$ cat src/ctm_pkg.sv
// Shared constants and types for the compact timer block
package ctm_pkg;

  // Register byte offsets on the bus
  localparam logic [7:0] OFS_CTRL0 = 8'h00;
  localparam logic [7:0] OFS_CTRL1 = 8'h04;
  localparam logic [7:0] OFS_COUNT = 8'h08;
  localparam logic [7:0] OFS_CMPA  = 8'h0C;
  localparam logic [7:0] OFS_CMPP  = 8'h10;
  localparam logic [7:0] OFS_FLAGS = 8'h14;

  // Field positions
  localparam int ENABLE_BIT = 3;
  localparam int PRESC_LSB  = 4;
  localparam int PRESC_W    = 3;
  localparam int FLAG_A_BIT = 0;
  localparam int FLAG_P_BIT = 1;

  // Reset values
  localparam logic [7:0]  CTRL1_RST = 8'h00;
  localparam logic [15:0] CMPA_RST  = 16'h0000;
  localparam logic [7:0]  CMPP_RST  = 8'h00;
  localparam logic [15:0] COUNT_RST = 16'h0000;

  // Length of a full counter span, used when a compare value is zero
  localparam logic [16:0] FULL_SPAN = 17'h10000;

  // Operating modes
  typedef enum logic [1:0] {
    MODE_CMP   = 2'b00,
    MODE_UNDEF = 2'b01,
    MODE_PWM   = 2'b10,
    MODE_TIMER = 2'b11
  } ctm_mode_e;

  // Pin action codes, compare mode and PWM mode
  localparam logic [1:0] ACT_NONE   = 2'h0;
  localparam logic [1:0] ACT_LOW    = 2'h1;
  localparam logic [1:0] ACT_HIGH   = 2'h2;
  localparam logic [1:0] ACT_TOGGLE = 2'h3;
  localparam logic [1:0] ACT_OFF    = 2'h0;
  localparam logic [1:0] ACT_ON     = 2'h1;
  localparam logic [1:0] ACT_WAVE   = 2'h2;

  // Control word one, bit 7 down to bit 0
  typedef struct packed {
    ctm_mode_e  modeSelect;
    logic [1:0] pinAction;
    logic       pinInitialLevel;
    logic       outputInvert;
    logic       dutyPeriodSwap;
    logic       clearSourceSelect;
  } ctm_ctl1_s;

endpackage : ctm_pkg

$ cat src/ctm_prescaler.sv
// Timer tick generator dividing the system clock by a power of two
`timescale 1ns/1ps
module ctm_prescaler
  import ctm_pkg::*;
#(
  parameter int SEL_W = PRESC_W
)(
  // Clock and reset
  input  wire logic             clk,
  input  wire logic             sys_rst,
  // Divide select, tick period is two to this power
  input  wire logic [SEL_W-1:0] divSel,
  // One-cycle tick
  output logic                  tick
);

  localparam int DIV_W = (1 << SEL_W) - 1;

  // Wider selects would need a divider past sixteen bits
  if (SEL_W < 1 || SEL_W > 4) begin : g_sel_check
    $error("ctm_prescaler: SEL_W must be 1 to 4");
  end

  logic [DIV_W-1:0] divCnt_reg;
  logic             tick_reg;

  // Mask of low bits that must all be set for a tick
  wire [DIV_W-1:0] divMask = DIV_W'((32'h1 << divSel) - 32'h1);
  wire             tick_next = (divCnt_reg & divMask) == divMask;

  // Free-running divider; a select change may shorten one period
  always_ff @(posedge clk or posedge sys_rst) begin
    if (sys_rst) begin
      divCnt_reg <= '0;
      tick_reg   <= 1'b0;
    end else begin
      divCnt_reg <= divCnt_reg + DIV_W'(1);
      tick_reg   <= tick_next;
    end
  end

  assign tick = tick_reg;
endmodule : ctm_prescaler

$ cat src/ctm_pin_stage.sv
// Output pin logic for compare and PWM modes
`timescale 1ns/1ps
module ctm_pin_stage
  import ctm_pkg::*;
(
  // Clock and reset
  input  wire logic      clk,
  input  wire logic      sys_rst,
  // Control and events
  input  wire ctm_ctl1_s ctl,
  input  wire logic      enRise,
  input  wire logic      matchAEvent,
  input  wire logic      pwmActive,
  // Pin drive
  output logic           pinOut,
  output logic           pinOutEn
);

  logic cmpLevel_reg;
  logic pinOut_reg;
  logic pinOutEn_reg;
  logic cmpLevel_next;

  // New level for a compare A match
  function automatic logic actionLevel(input logic [1:0] act, input logic cur);
    unique case (act)
      ACT_NONE:   actionLevel = cur;
      ACT_LOW:    actionLevel = 1'b0;
      ACT_HIGH:   actionLevel = 1'b1;
      ACT_TOGGLE: actionLevel = ~cur;
    endcase
  endfunction : actionLevel

  wire modeCmp = ctl.modeSelect == MODE_CMP;
  wire modePwm = ctl.modeSelect == MODE_PWM;

  // Compare level: initial on enable rise, action only on A match
  assign cmpLevel_next = enRise ? ctl.pinInitialLevel
                       : (modeCmp && matchAEvent) ? actionLevel(ctl.pinAction, cmpLevel_reg)
                       : cmpLevel_reg;

  // PWM: forced off, forced on or waveform; undefined code stays off
  wire pwmOn    = (ctl.pinAction == ACT_WAVE) ? pwmActive : (ctl.pinAction == ACT_ON);
  wire pwmLevel = pwmOn ? ctl.pinInitialLevel : ~ctl.pinInitialLevel;
  wire rawLevel = modePwm ? pwmLevel : cmpLevel_next;

  // Timer mode releases the pin to other functions
  always_ff @(posedge clk or posedge sys_rst) begin
    if (sys_rst) begin
      cmpLevel_reg <= 1'b0;
      pinOut_reg   <= 1'b0;
      pinOutEn_reg <= 1'b0;
    end else begin
      cmpLevel_reg <= cmpLevel_next;
      pinOut_reg   <= rawLevel ^ ctl.outputInvert;
      pinOutEn_reg <= modeCmp || modePwm;
    end
  end

  assign pinOut   = pinOut_reg;
  assign pinOutEn = pinOutEn_reg;
endmodule : ctm_pin_stage

$ cat src/ctm_compact_timer.sv
// Compact 16-bit timer with compare, timer and PWM modes on Wishbone
//
// Function
// - Mode code 00 selects compare-match output
// - Clear select low: clear on P match
// - Clear select high: A match clears, no P flag
// - Compare A zero: overflow, no A flag
// - Compare pin changes only on A match
// - A match drives pin low, high or toggles
// - Enable rise restores initial pin level
// - Timer mode counts like compare, pin released
// - Mode code 10 is PWM, clear select ignored
// - Swap low: period P times 256, duty A
// - Swap high: period A, duty P times 256
// - Duty at or above period gives full duty
// - PWM raises a flag per comparator match
// - PWM: polarity bit and action field control pin
// - Invert bit inverts the pin
// - PWM counting continues while pin is forced
// - P compares upper byte, A all bits
// - Software clears counter only by enable rise
// - Compare action: none, low, high, toggle
// - PWM action: off, on, waveform, undefined
// - Clear select picks P match or A match
// - Initial level bit is initial or active level
//
// Chosen here: the Wishbone register port and the placing of the registers.
`timescale 1ns/1ps
module ctm_compact_timer
  import ctm_pkg::*;
#(
  parameter int ADR_W = 8
)(
  // Clock and reset
  input  wire logic             clk,
  input  wire logic             sys_rst,
  // Wishbone slave
  input  wire logic             wb_cyc_i,
  input  wire logic             wb_stb_i,
  input  wire logic             wb_we_i,
  input  wire logic [ADR_W-1:0] wb_adr_i,
  input  wire logic [3:0]       wb_sel_i,
  input  wire logic [31:0]      wb_dat_i,
  output logic      [31:0]      wb_dat_o,
  output logic                  wb_ack_o,
  // Match flags, sticky
  output logic                  matchAFlag,
  output logic                  matchPFlag,
  // Timer output pin
  output logic                  timerOutPin,
  output logic                  timerOutEn
);

  // Offsets reach the flags word, so five address bits at least
  if (ADR_W < 5) begin : g_adr_check
    $error("ctm_compact_timer: ADR_W must be at least 5");
  end

  ////////////////////////////////////////////////////////////////////////////
  // Declarations
  ////////////////////////////////////////////////////////////////////////////

  logic               ack_reg;
  logic [31:0]        rdData_reg;
  logic               enable_reg;
  logic               prevEnable_reg;
  logic [PRESC_W-1:0] presc_reg;
  ctm_ctl1_s          ctl1_reg;
  logic [15:0]        cmpA_reg;
  logic [7:0]         cmpP_reg;
  logic [15:0]        cnt_reg;
  logic [15:0]        cnt_next;
  logic               flagA_reg;
  logic               flagP_reg;
  logic               flagA_next;
  logic               flagP_next;
  logic               tick;
  logic [31:0]        rdData_next;

  ////////////////////////////////////////////////////////////////////////////
  // Bus decode
  ////////////////////////////////////////////////////////////////////////////

  // Request is new only while no ack is out, giving one ack per access
  wire busReq = wb_cyc_i && wb_stb_i && !ack_reg;
  wire busWr  = busReq && wb_we_i;

  // Address compare on the full bus address
  wire hitCtrl0 = wb_adr_i == ADR_W'(OFS_CTRL0);
  wire hitCtrl1 = wb_adr_i == ADR_W'(OFS_CTRL1);
  wire hitCount = wb_adr_i == ADR_W'(OFS_COUNT);
  wire hitCmpA  = wb_adr_i == ADR_W'(OFS_CMPA);
  wire hitCmpP  = wb_adr_i == ADR_W'(OFS_CMPP);
  wire hitFlags = wb_adr_i == ADR_W'(OFS_FLAGS);

  // Write strobes per register and byte lane
  wire wrCtrl0  = busWr && hitCtrl0 && wb_sel_i[0];
  wire wrCtrl1  = busWr && hitCtrl1 && wb_sel_i[0];
  wire wrCmpALo = busWr && hitCmpA && wb_sel_i[0];
  wire wrCmpAHi = busWr && hitCmpA && wb_sel_i[1];
  wire wrCmpP   = busWr && hitCmpP && wb_sel_i[0];
  wire wrFlags  = busWr && hitFlags && wb_sel_i[0];

  // Write-one-to-clear masks for the flags
  wire clrA = wrFlags && wb_dat_i[FLAG_A_BIT];
  wire clrP = wrFlags && wb_dat_i[FLAG_P_BIT];

  ////////////////////////////////////////////////////////////////////////////
  // Read data
  ////////////////////////////////////////////////////////////////////////////

  // Views of the registers, unused bits read zero
  wire [7:0] ctrl0View = (8'(enable_reg) << ENABLE_BIT) | (8'(presc_reg) << PRESC_LSB);
  wire [7:0] flagsView = (8'(flagA_reg) << FLAG_A_BIT) | (8'(flagP_reg) << FLAG_P_BIT);

  // Unmapped offsets answer with zero data
  assign rdData_next = hitCtrl0 ? {24'h000000, ctrl0View}
                : hitCtrl1 ? {24'h000000, ctl1_reg}
                : hitCount ? {16'h0000, cnt_reg}
                : hitCmpA  ? {16'h0000, cmpA_reg}
                : hitCmpP  ? {24'h000000, cmpP_reg}
                : hitFlags ? {24'h000000, flagsView}
                : 32'h00000000;

  // Ack one cycle after the request, read data captured alongside
  always_ff @(posedge clk or posedge sys_rst) begin
    if (sys_rst) begin
      ack_reg    <= 1'b0;
      rdData_reg <= 32'h00000000;
    end else begin
      ack_reg    <= busReq;
      rdData_reg <= busReq ? rdData_next : rdData_reg;
    end
  end

  assign wb_ack_o = ack_reg;
  assign wb_dat_o = rdData_reg;

  ////////////////////////////////////////////////////////////////////////////
  // Control registers
  ////////////////////////////////////////////////////////////////////////////

  // Settings only; the counter itself has no write path
  always_ff @(posedge clk or posedge sys_rst) begin
    if (sys_rst) begin
      enable_reg <= 1'b0;
      presc_reg  <= '0;
      ctl1_reg   <= ctm_ctl1_s'(CTRL1_RST);
      cmpA_reg   <= CMPA_RST;
      cmpP_reg   <= CMPP_RST;
    end else begin
      if (wrCtrl0) begin
        enable_reg <= wb_dat_i[ENABLE_BIT];
        presc_reg  <= wb_dat_i[PRESC_LSB +: PRESC_W];
      end
      if (wrCtrl1) ctl1_reg <= ctm_ctl1_s'(wb_dat_i[7:0]);
      if (wrCmpALo) cmpA_reg[7:0] <= wb_dat_i[7:0];
      if (wrCmpAHi) cmpA_reg[15:8] <= wb_dat_i[15:8];
      if (wrCmpP) cmpP_reg <= wb_dat_i[7:0];
    end
  end

  ////////////////////////////////////////////////////////////////////////////
  // Tick source
  ////////////////////////////////////////////////////////////////////////////

  ctm_prescaler #(
    .SEL_W  (PRESC_W)
  ) u_prescaler (
    .clk    (clk),
    .sys_rst(sys_rst),
    .divSel (presc_reg),
    .tick   (tick)
  );

  ////////////////////////////////////////////////////////////////////////////
  // Mode and compare decode
  ////////////////////////////////////////////////////////////////////////////

  // Mode decode; undefined code counts but drives nothing
  wire modePwm   = ctl1_reg.modeSelect == MODE_PWM;
  wire modeTimer = ctl1_reg.modeSelect == MODE_TIMER;
  wire modeCmp   = ctl1_reg.modeSelect == MODE_CMP;

  // Enable edge restarts the count
  wire enRise   = enable_reg && !prevEnable_reg;
  wire stepping = enable_reg && tick && !enRise;

  // Next count, one bit wider to see the overflow
  wire [16:0] cntInc    = {1'b0, cnt_reg} + 17'h00001;
  wire [15:0] cntIncLow = cntInc[15:0];

  // A zero compare value stands for a full 65536-tick span
  wire [16:0] spanA = (cmpA_reg == 16'h0000) ? FULL_SPAN : {1'b0, cmpA_reg};
  wire [16:0] spanP = (cmpP_reg == 8'h00) ? FULL_SPAN : {1'b0, cmpP_reg, 8'h00};

  // P sees only the upper byte, so it hits on a 256-tick boundary
  wire aHit = cntInc == spanA;
  wire pHit = cntInc == spanP;

  // Clear source: swap bit in PWM, clear select elsewhere
  wire clrByA  = modePwm ? ctl1_reg.dutyPeriodSwap : ctl1_reg.clearSourceSelect;
  wire clrHit  = clrByA ? aHit : pHit;

  // Flags: PWM raises both; compare and timer modes gate them
  wire aSet = stepping && aHit && (modePwm || cmpA_reg != 16'h0000);
  wire pSet = stepping && pHit && (modePwm || !ctl1_reg.clearSourceSelect);

  ////////////////////////////////////////////////////////////////////////////
  // Counter
  ////////////////////////////////////////////////////////////////////////////

  // Clear on enable rise, on selected match, else wrap at the top
  assign cnt_next = enRise ? COUNT_RST
                  : !stepping ? cnt_reg
                  : clrHit ? COUNT_RST
                  : cntIncLow;

  always_ff @(posedge clk or posedge sys_rst) begin
    if (sys_rst) begin
      cnt_reg        <= COUNT_RST;
      prevEnable_reg <= 1'b0;
    end else begin
      cnt_reg        <= cnt_next;
      prevEnable_reg <= enable_reg;
    end
  end

  ////////////////////////////////////////////////////////////////////////////
  // Flags
  ////////////////////////////////////////////////////////////////////////////

  // A set in the clear cycle wins, so no match is lost
  assign flagA_next = aSet || (flagA_reg && !clrA);
  assign flagP_next = pSet || (flagP_reg && !clrP);

  always_ff @(posedge clk or posedge sys_rst) begin
    if (sys_rst) begin
      flagA_reg <= 1'b0;
      flagP_reg <= 1'b0;
    end else begin
      flagA_reg <= flagA_next;
      flagP_reg <= flagP_next;
    end
  end

  assign matchAFlag = flagA_reg;
  assign matchPFlag = flagP_reg;

  ////////////////////////////////////////////////////////////////////////////
  // PWM waveform
  ////////////////////////////////////////////////////////////////////////////

  // Duty and period lengths by swap bit
  wire [16:0] dutyLen   = ctl1_reg.dutyPeriodSwap ? spanP : {1'b0, cmpA_reg};
  wire [16:0] periodLen = ctl1_reg.dutyPeriodSwap ? spanA : spanP;

  // Count stays below period, so duty at or over it is always on
  wire pwmActive = {1'b0, cnt_reg} < dutyLen;

  // Runs regardless of the pin action, forced levels included
  ctm_pin_stage u_pin_stage (
    .clk        (clk),
    .sys_rst    (sys_rst),
    .ctl        (ctl1_reg),
    .enRise     (enRise),
    .matchAEvent(aSet),
    .pwmActive  (pwmActive),
    .pinOut     (timerOutPin),
    .pinOutEn   (timerOutEn)
  );
endmodule : ctm_compact_timer

$ cat config.mk
export PLATFORM = sky130hd
export DESIGN_NAME = ctm_compact_timer
export DESIGN_NICKNAME = d
export VERILOG_FILES = /design/src/ctm_pkg.sv /design/src/ctm_prescaler.sv /design/src/ctm_pin_stage.sv /design/src/ctm_compact_timer.sv
export SDC_FILE = /design/constraint.sdc
export NUM_CORES = 1
export LEC_CHECK = 0
export BUFFER_PORTS_ARGS = -buffer_cell sky130_fd_sc_hd__buf_2
export CAP_MARGIN = 20
export CORE_MARGIN = 5
export CORE_UTILIZATION = 52
export DETAILED_ROUTE_END_ITERATION = 16
export PLACE_DENSITY = 0.83
export SETUP_SLACK_MARGIN = 0.05
export SYNTH_ARGS = -nofsm -noshare
export SYNTH_HDL_FRONTEND = slang
export SYNTH_SLANG_ARGS = --single-unit
$ cat constraint.sdc
create_clock -name clk -period 4.4 [get_ports clk]
set_input_delay 0.22 -clock clk [delete_from_list [all_inputs] [get_ports clk]]
set_output_delay 0.22 -clock clk [all_outputs]
set_load 0.1 [all_outputs]
==> reports/qor_table.md <==
| Result | Reported |
| --- | --- |
| R2r worst-path depth | 8 |
| Outcome | finished clean |
| Critical-path maximum fanout | 26 |
| Post-placement cell area | 5760 sq um |
| Worst min-delay path class | primary input to flip-flop |
| Reg2Reg Capture Point | cnt_reg[1] |
| Flip-flop and latch count after synthesis | 83 |
| Per-instance average area after synthesis | 9.39 sq um |
| Total core area | 10,400 sq um |
| Clock transition time at the flip-flop clock pins of the worst setup and hold paths | 0.10 ns |
| Number of diodes | 0 |
| Routed via count | 4,751 |
| Number of unique standard cell types used by synthesis | 66 |
| Post-DRT Antenna Nets | 0 |
| Final Routed Wirelength | 14.7 mm |
| Number of cells in the design after placement | 743 |
| Most instantiated flip-flop cell in the synthesis netlist | dfrtp_1 |
| Number of buffers on the longest clock path | 2 |
| Data arrival, critical path | 4.17 ns |
| Synthesis warning total | 0 |
| Routed wire per std cell | 19.4 microns |
| Min cycle time layout | 3.90 ns |
| Wire length of the first global-routing pass | 23.9 mm |
| DRC Markers | 0 |
| Aggregate global routing overflow | 0 |
| WS Path Type | flip-flop to flip-flop |
| Number of hold violations in the final report | 0 |
| Fraction of final layout cells sized beyond drive strength 1 | 19.2% |
| # fillers | 917 |
| Final Setup Violations | 0 |
| Async set-or-reset flop fraction in the synthesized netlist | 100% |
| Final-report max-slew violation count | 0 |
| Worst-Margin Slew | 1.15 ns |
| Global-route total usage across every layer | 23.4% |
| Syn Std Cell Area | 5530 sq um |
| Number of setup buffers added after CTS | 0 |
| Largest vdd supply drop | 0.000320 V |
| FF-to-FF Start | cnt_reg[0] |
| Setup TNS | 0 ns |
| Flop-to-flop setup slack | 0.50 ns |
| Total CTS buffers | 9 |
| Cell chosen for the clock root | clkbuf_8 |
| Final non-filler cell area | 6000 sq um |
| Critical Path Sink | cnt_reg[1] |
| Nature of the critical path startpoint | flip-flop |
| Post-layout net count | 685 |
| Launch point of the critical path | cnt_reg[0] |
| Pwr per Cell Area | 263 nW/um^2 |
| Final clock skew | 0.0126 ns |
| Post-detailed-placement half-perimeter wirelength | 10.9 mm |
| TritonCTS clock tree | done |
| DIE AREA | 12,800 sq um |
| Post-CTS Resized | 0 |
| Endpoint kind of the worst setup timing path | flip-flop |
| Die Wd | 113 microns |
| Buffers added on ports | 51 |
| Sequential-to-total area share from yosys stat | 37.5% |
| PnR Total Power | 1.58 mW |
| Setup slack after layout | 0.499 ns |
| Number of top-level pins | 86 |
| Antenna violations before repair | 0 |
| Maximum number of pins on one net before global-route repair | 48 |
| Number of levels the H-tree was split into | 3 |
| Setup repair after global routing missed its margin | false |
| Post-synthesis cell count | 589 |
| Part of the cycle the worst path needs | 88.7% |
| Clock latency at the later pin of the worst-skew pair | 0.37 ns |
| Pre-antenna DRT Iters | 5 |
| Height of the die | 113 microns |
| P&R area growth vs syn | 8.44% |
| Critical path data required time | 4.67 ns |
| Initial standard-cell utilization of the core | 53.4% |
| Vias in the first global route | 4,598 |
| Achievable Freq | 256 MHz |
| Pre-CTS WS | 0.590 ns |
| P_leak | 2.76 nW |
| Number of DRC violations after detailed-routing iteration 0 | 551 |
| Count of maximum capacitance violations | 0 |
| Number of enable-type register cells in the synthesized netlist | 0 |
| GP Congestion | 0.936 |
| Final cell count without fillers | 760 |
| Placement row count | 37 |
| Number of sinks driven by the clock tree | 83 |
| Vias per cell | 6.25 |
| Max-Slew Margin vs Limit | 23.3% |
cell usage after synthesis, types with 12 or more instances:
master	n	area, sq um
dfrtp_1	83	2080
nand2_1	58	218
nor2_1	36	135
mux2_2	34	383
a21oi_1	26	130
o21ai_0	25	125
xnor2_1	24	210
mux2i_1	23	230
clkbuf_1	22	82.6
a31oi_1	21	131
buf_4	19	143
ha_1	17	213
inv_1	15	56.3
nand3_1	13	65.1
nor3_1	13	65.1
and3_1	12	75.1
cell type report:
| cell class | instances | area, sq um | area share, % |
|---|---|---|---|
| inverters | 15 | 57.6 | 0.959 |
| repair buffers | 55 | 288 | 4.80 |
| flip-flops and latches | 83 | 2080 | 34.6 |
| multi-input cells | 455 | 3180 | 53.0 |
| clock inverters | 7 | 105 | 1.75 |
| well taps | 136 | 170 | 2.84 |
| clock buffers | 9 | 124 | 2.06 |
how the worst min path moves through the flow:
stage	from	endpoint	cells after the start
final	wb_dat_i[9]	cmpA_reg[9]	3
after floorplan	wb_dat_i[5]	cmpA_reg[5]	2
after global placement	sys_rst	cmpA_reg[7]	2
after CTS	wb_dat_i[9]	cmpA_reg[9]	3
after detailed placement	sys_rst	cmpA_reg[7]	2
after global routing	wb_dat_i[11]	cmpA_reg[11]	2
kinds of logic (layout without fill, tap and decap cells):
family / count (synthesis) / after routing / share of synthesized area (%)
simple gates: 201 / 201 / 19.7
compound gates: 130 / 130 / 16.4
flops: 83 / 83 / 37.5
buf+inv: 66 / 86 / 6.04
mux: 57 / 57 / 11.1
xor+xnor: 34 / 34 / 5.38
fa+ha+maj: 17 / 17 / 3.84
other cells: 1 / 16 / 0.0678
critical path, stage by stage, from the launching register on:
cell and delay (ns):
dfrtp_1 0.59, ha_1 0.31, nand3_2 0.29, nor4_2 0.73, xnor2_1 0.19, o221ai_1 0.17
a2111oi_4 0.49, a32oi_2 0.56, a32o_1 0.45
where the power goes:
part	total [mW]	leakage (nW)	switching (mW)	internal, mW
combinational	0.149	1.52	0.121	0.0279
clock	0.650	0.118	0.319	0.331
sequential	0.777	1.12	0.00803	0.769
placed cells by master, fill, tap and decap left out, drive strengths merged, types with 6 or more instances in the layout:
| master | instances |
|---|---|
| dfrtp | 83 |
| nand2 | 58 |
| buf | 54 |
| nor2 | 36 |
| mux2 | 34 |
| a21oi | 26 |
| o21ai | 25 |
| xnor2 | 24 |
| mux2i | 23 |
| a31oi | 21 |
| inv | 18 |
| ha | 17 |
| conb | 16 |
| nand3 | 15 |
| nor3 | 14 |
| nor4 | 13 |
| and3 | 12 |
| nor2b | 10 |
| xor2 | 10 |
| nand4 | 10 |
| nand2b | 9 |
| clkbuf | 9 |
| and4 | 8 |
| o31ai | 8 |
| o21a | 7 |
| a21o | 6 |
what timing repair did:
| action | CTS | global route |
|---|---|---|
| endpoints found under the hold margin | 36 | 0 |
| hold buffers | 1 | 0 |
| endpoints found under the setup margin | 0 | 0 |
routing by layer:
layer | GRT usage, % | routed length [microns]
met1 | 30.6 | 6150
met2 | 38.8 | 7040
met3 | 4.49 | 1100
met4 | 8.33 | 455
met5 | 0 | 0
metrics by stage:
stage,hold WS (ns),util (%)
final,0.0572,57.9
after detailed placement,0.324,55.6
after global placement,0.295,55.6
after floorplan,0.337,-
after CTS,0.0560,57.9
after global routing,0.0673,57.9
Power figures use the tool's default switching activity.
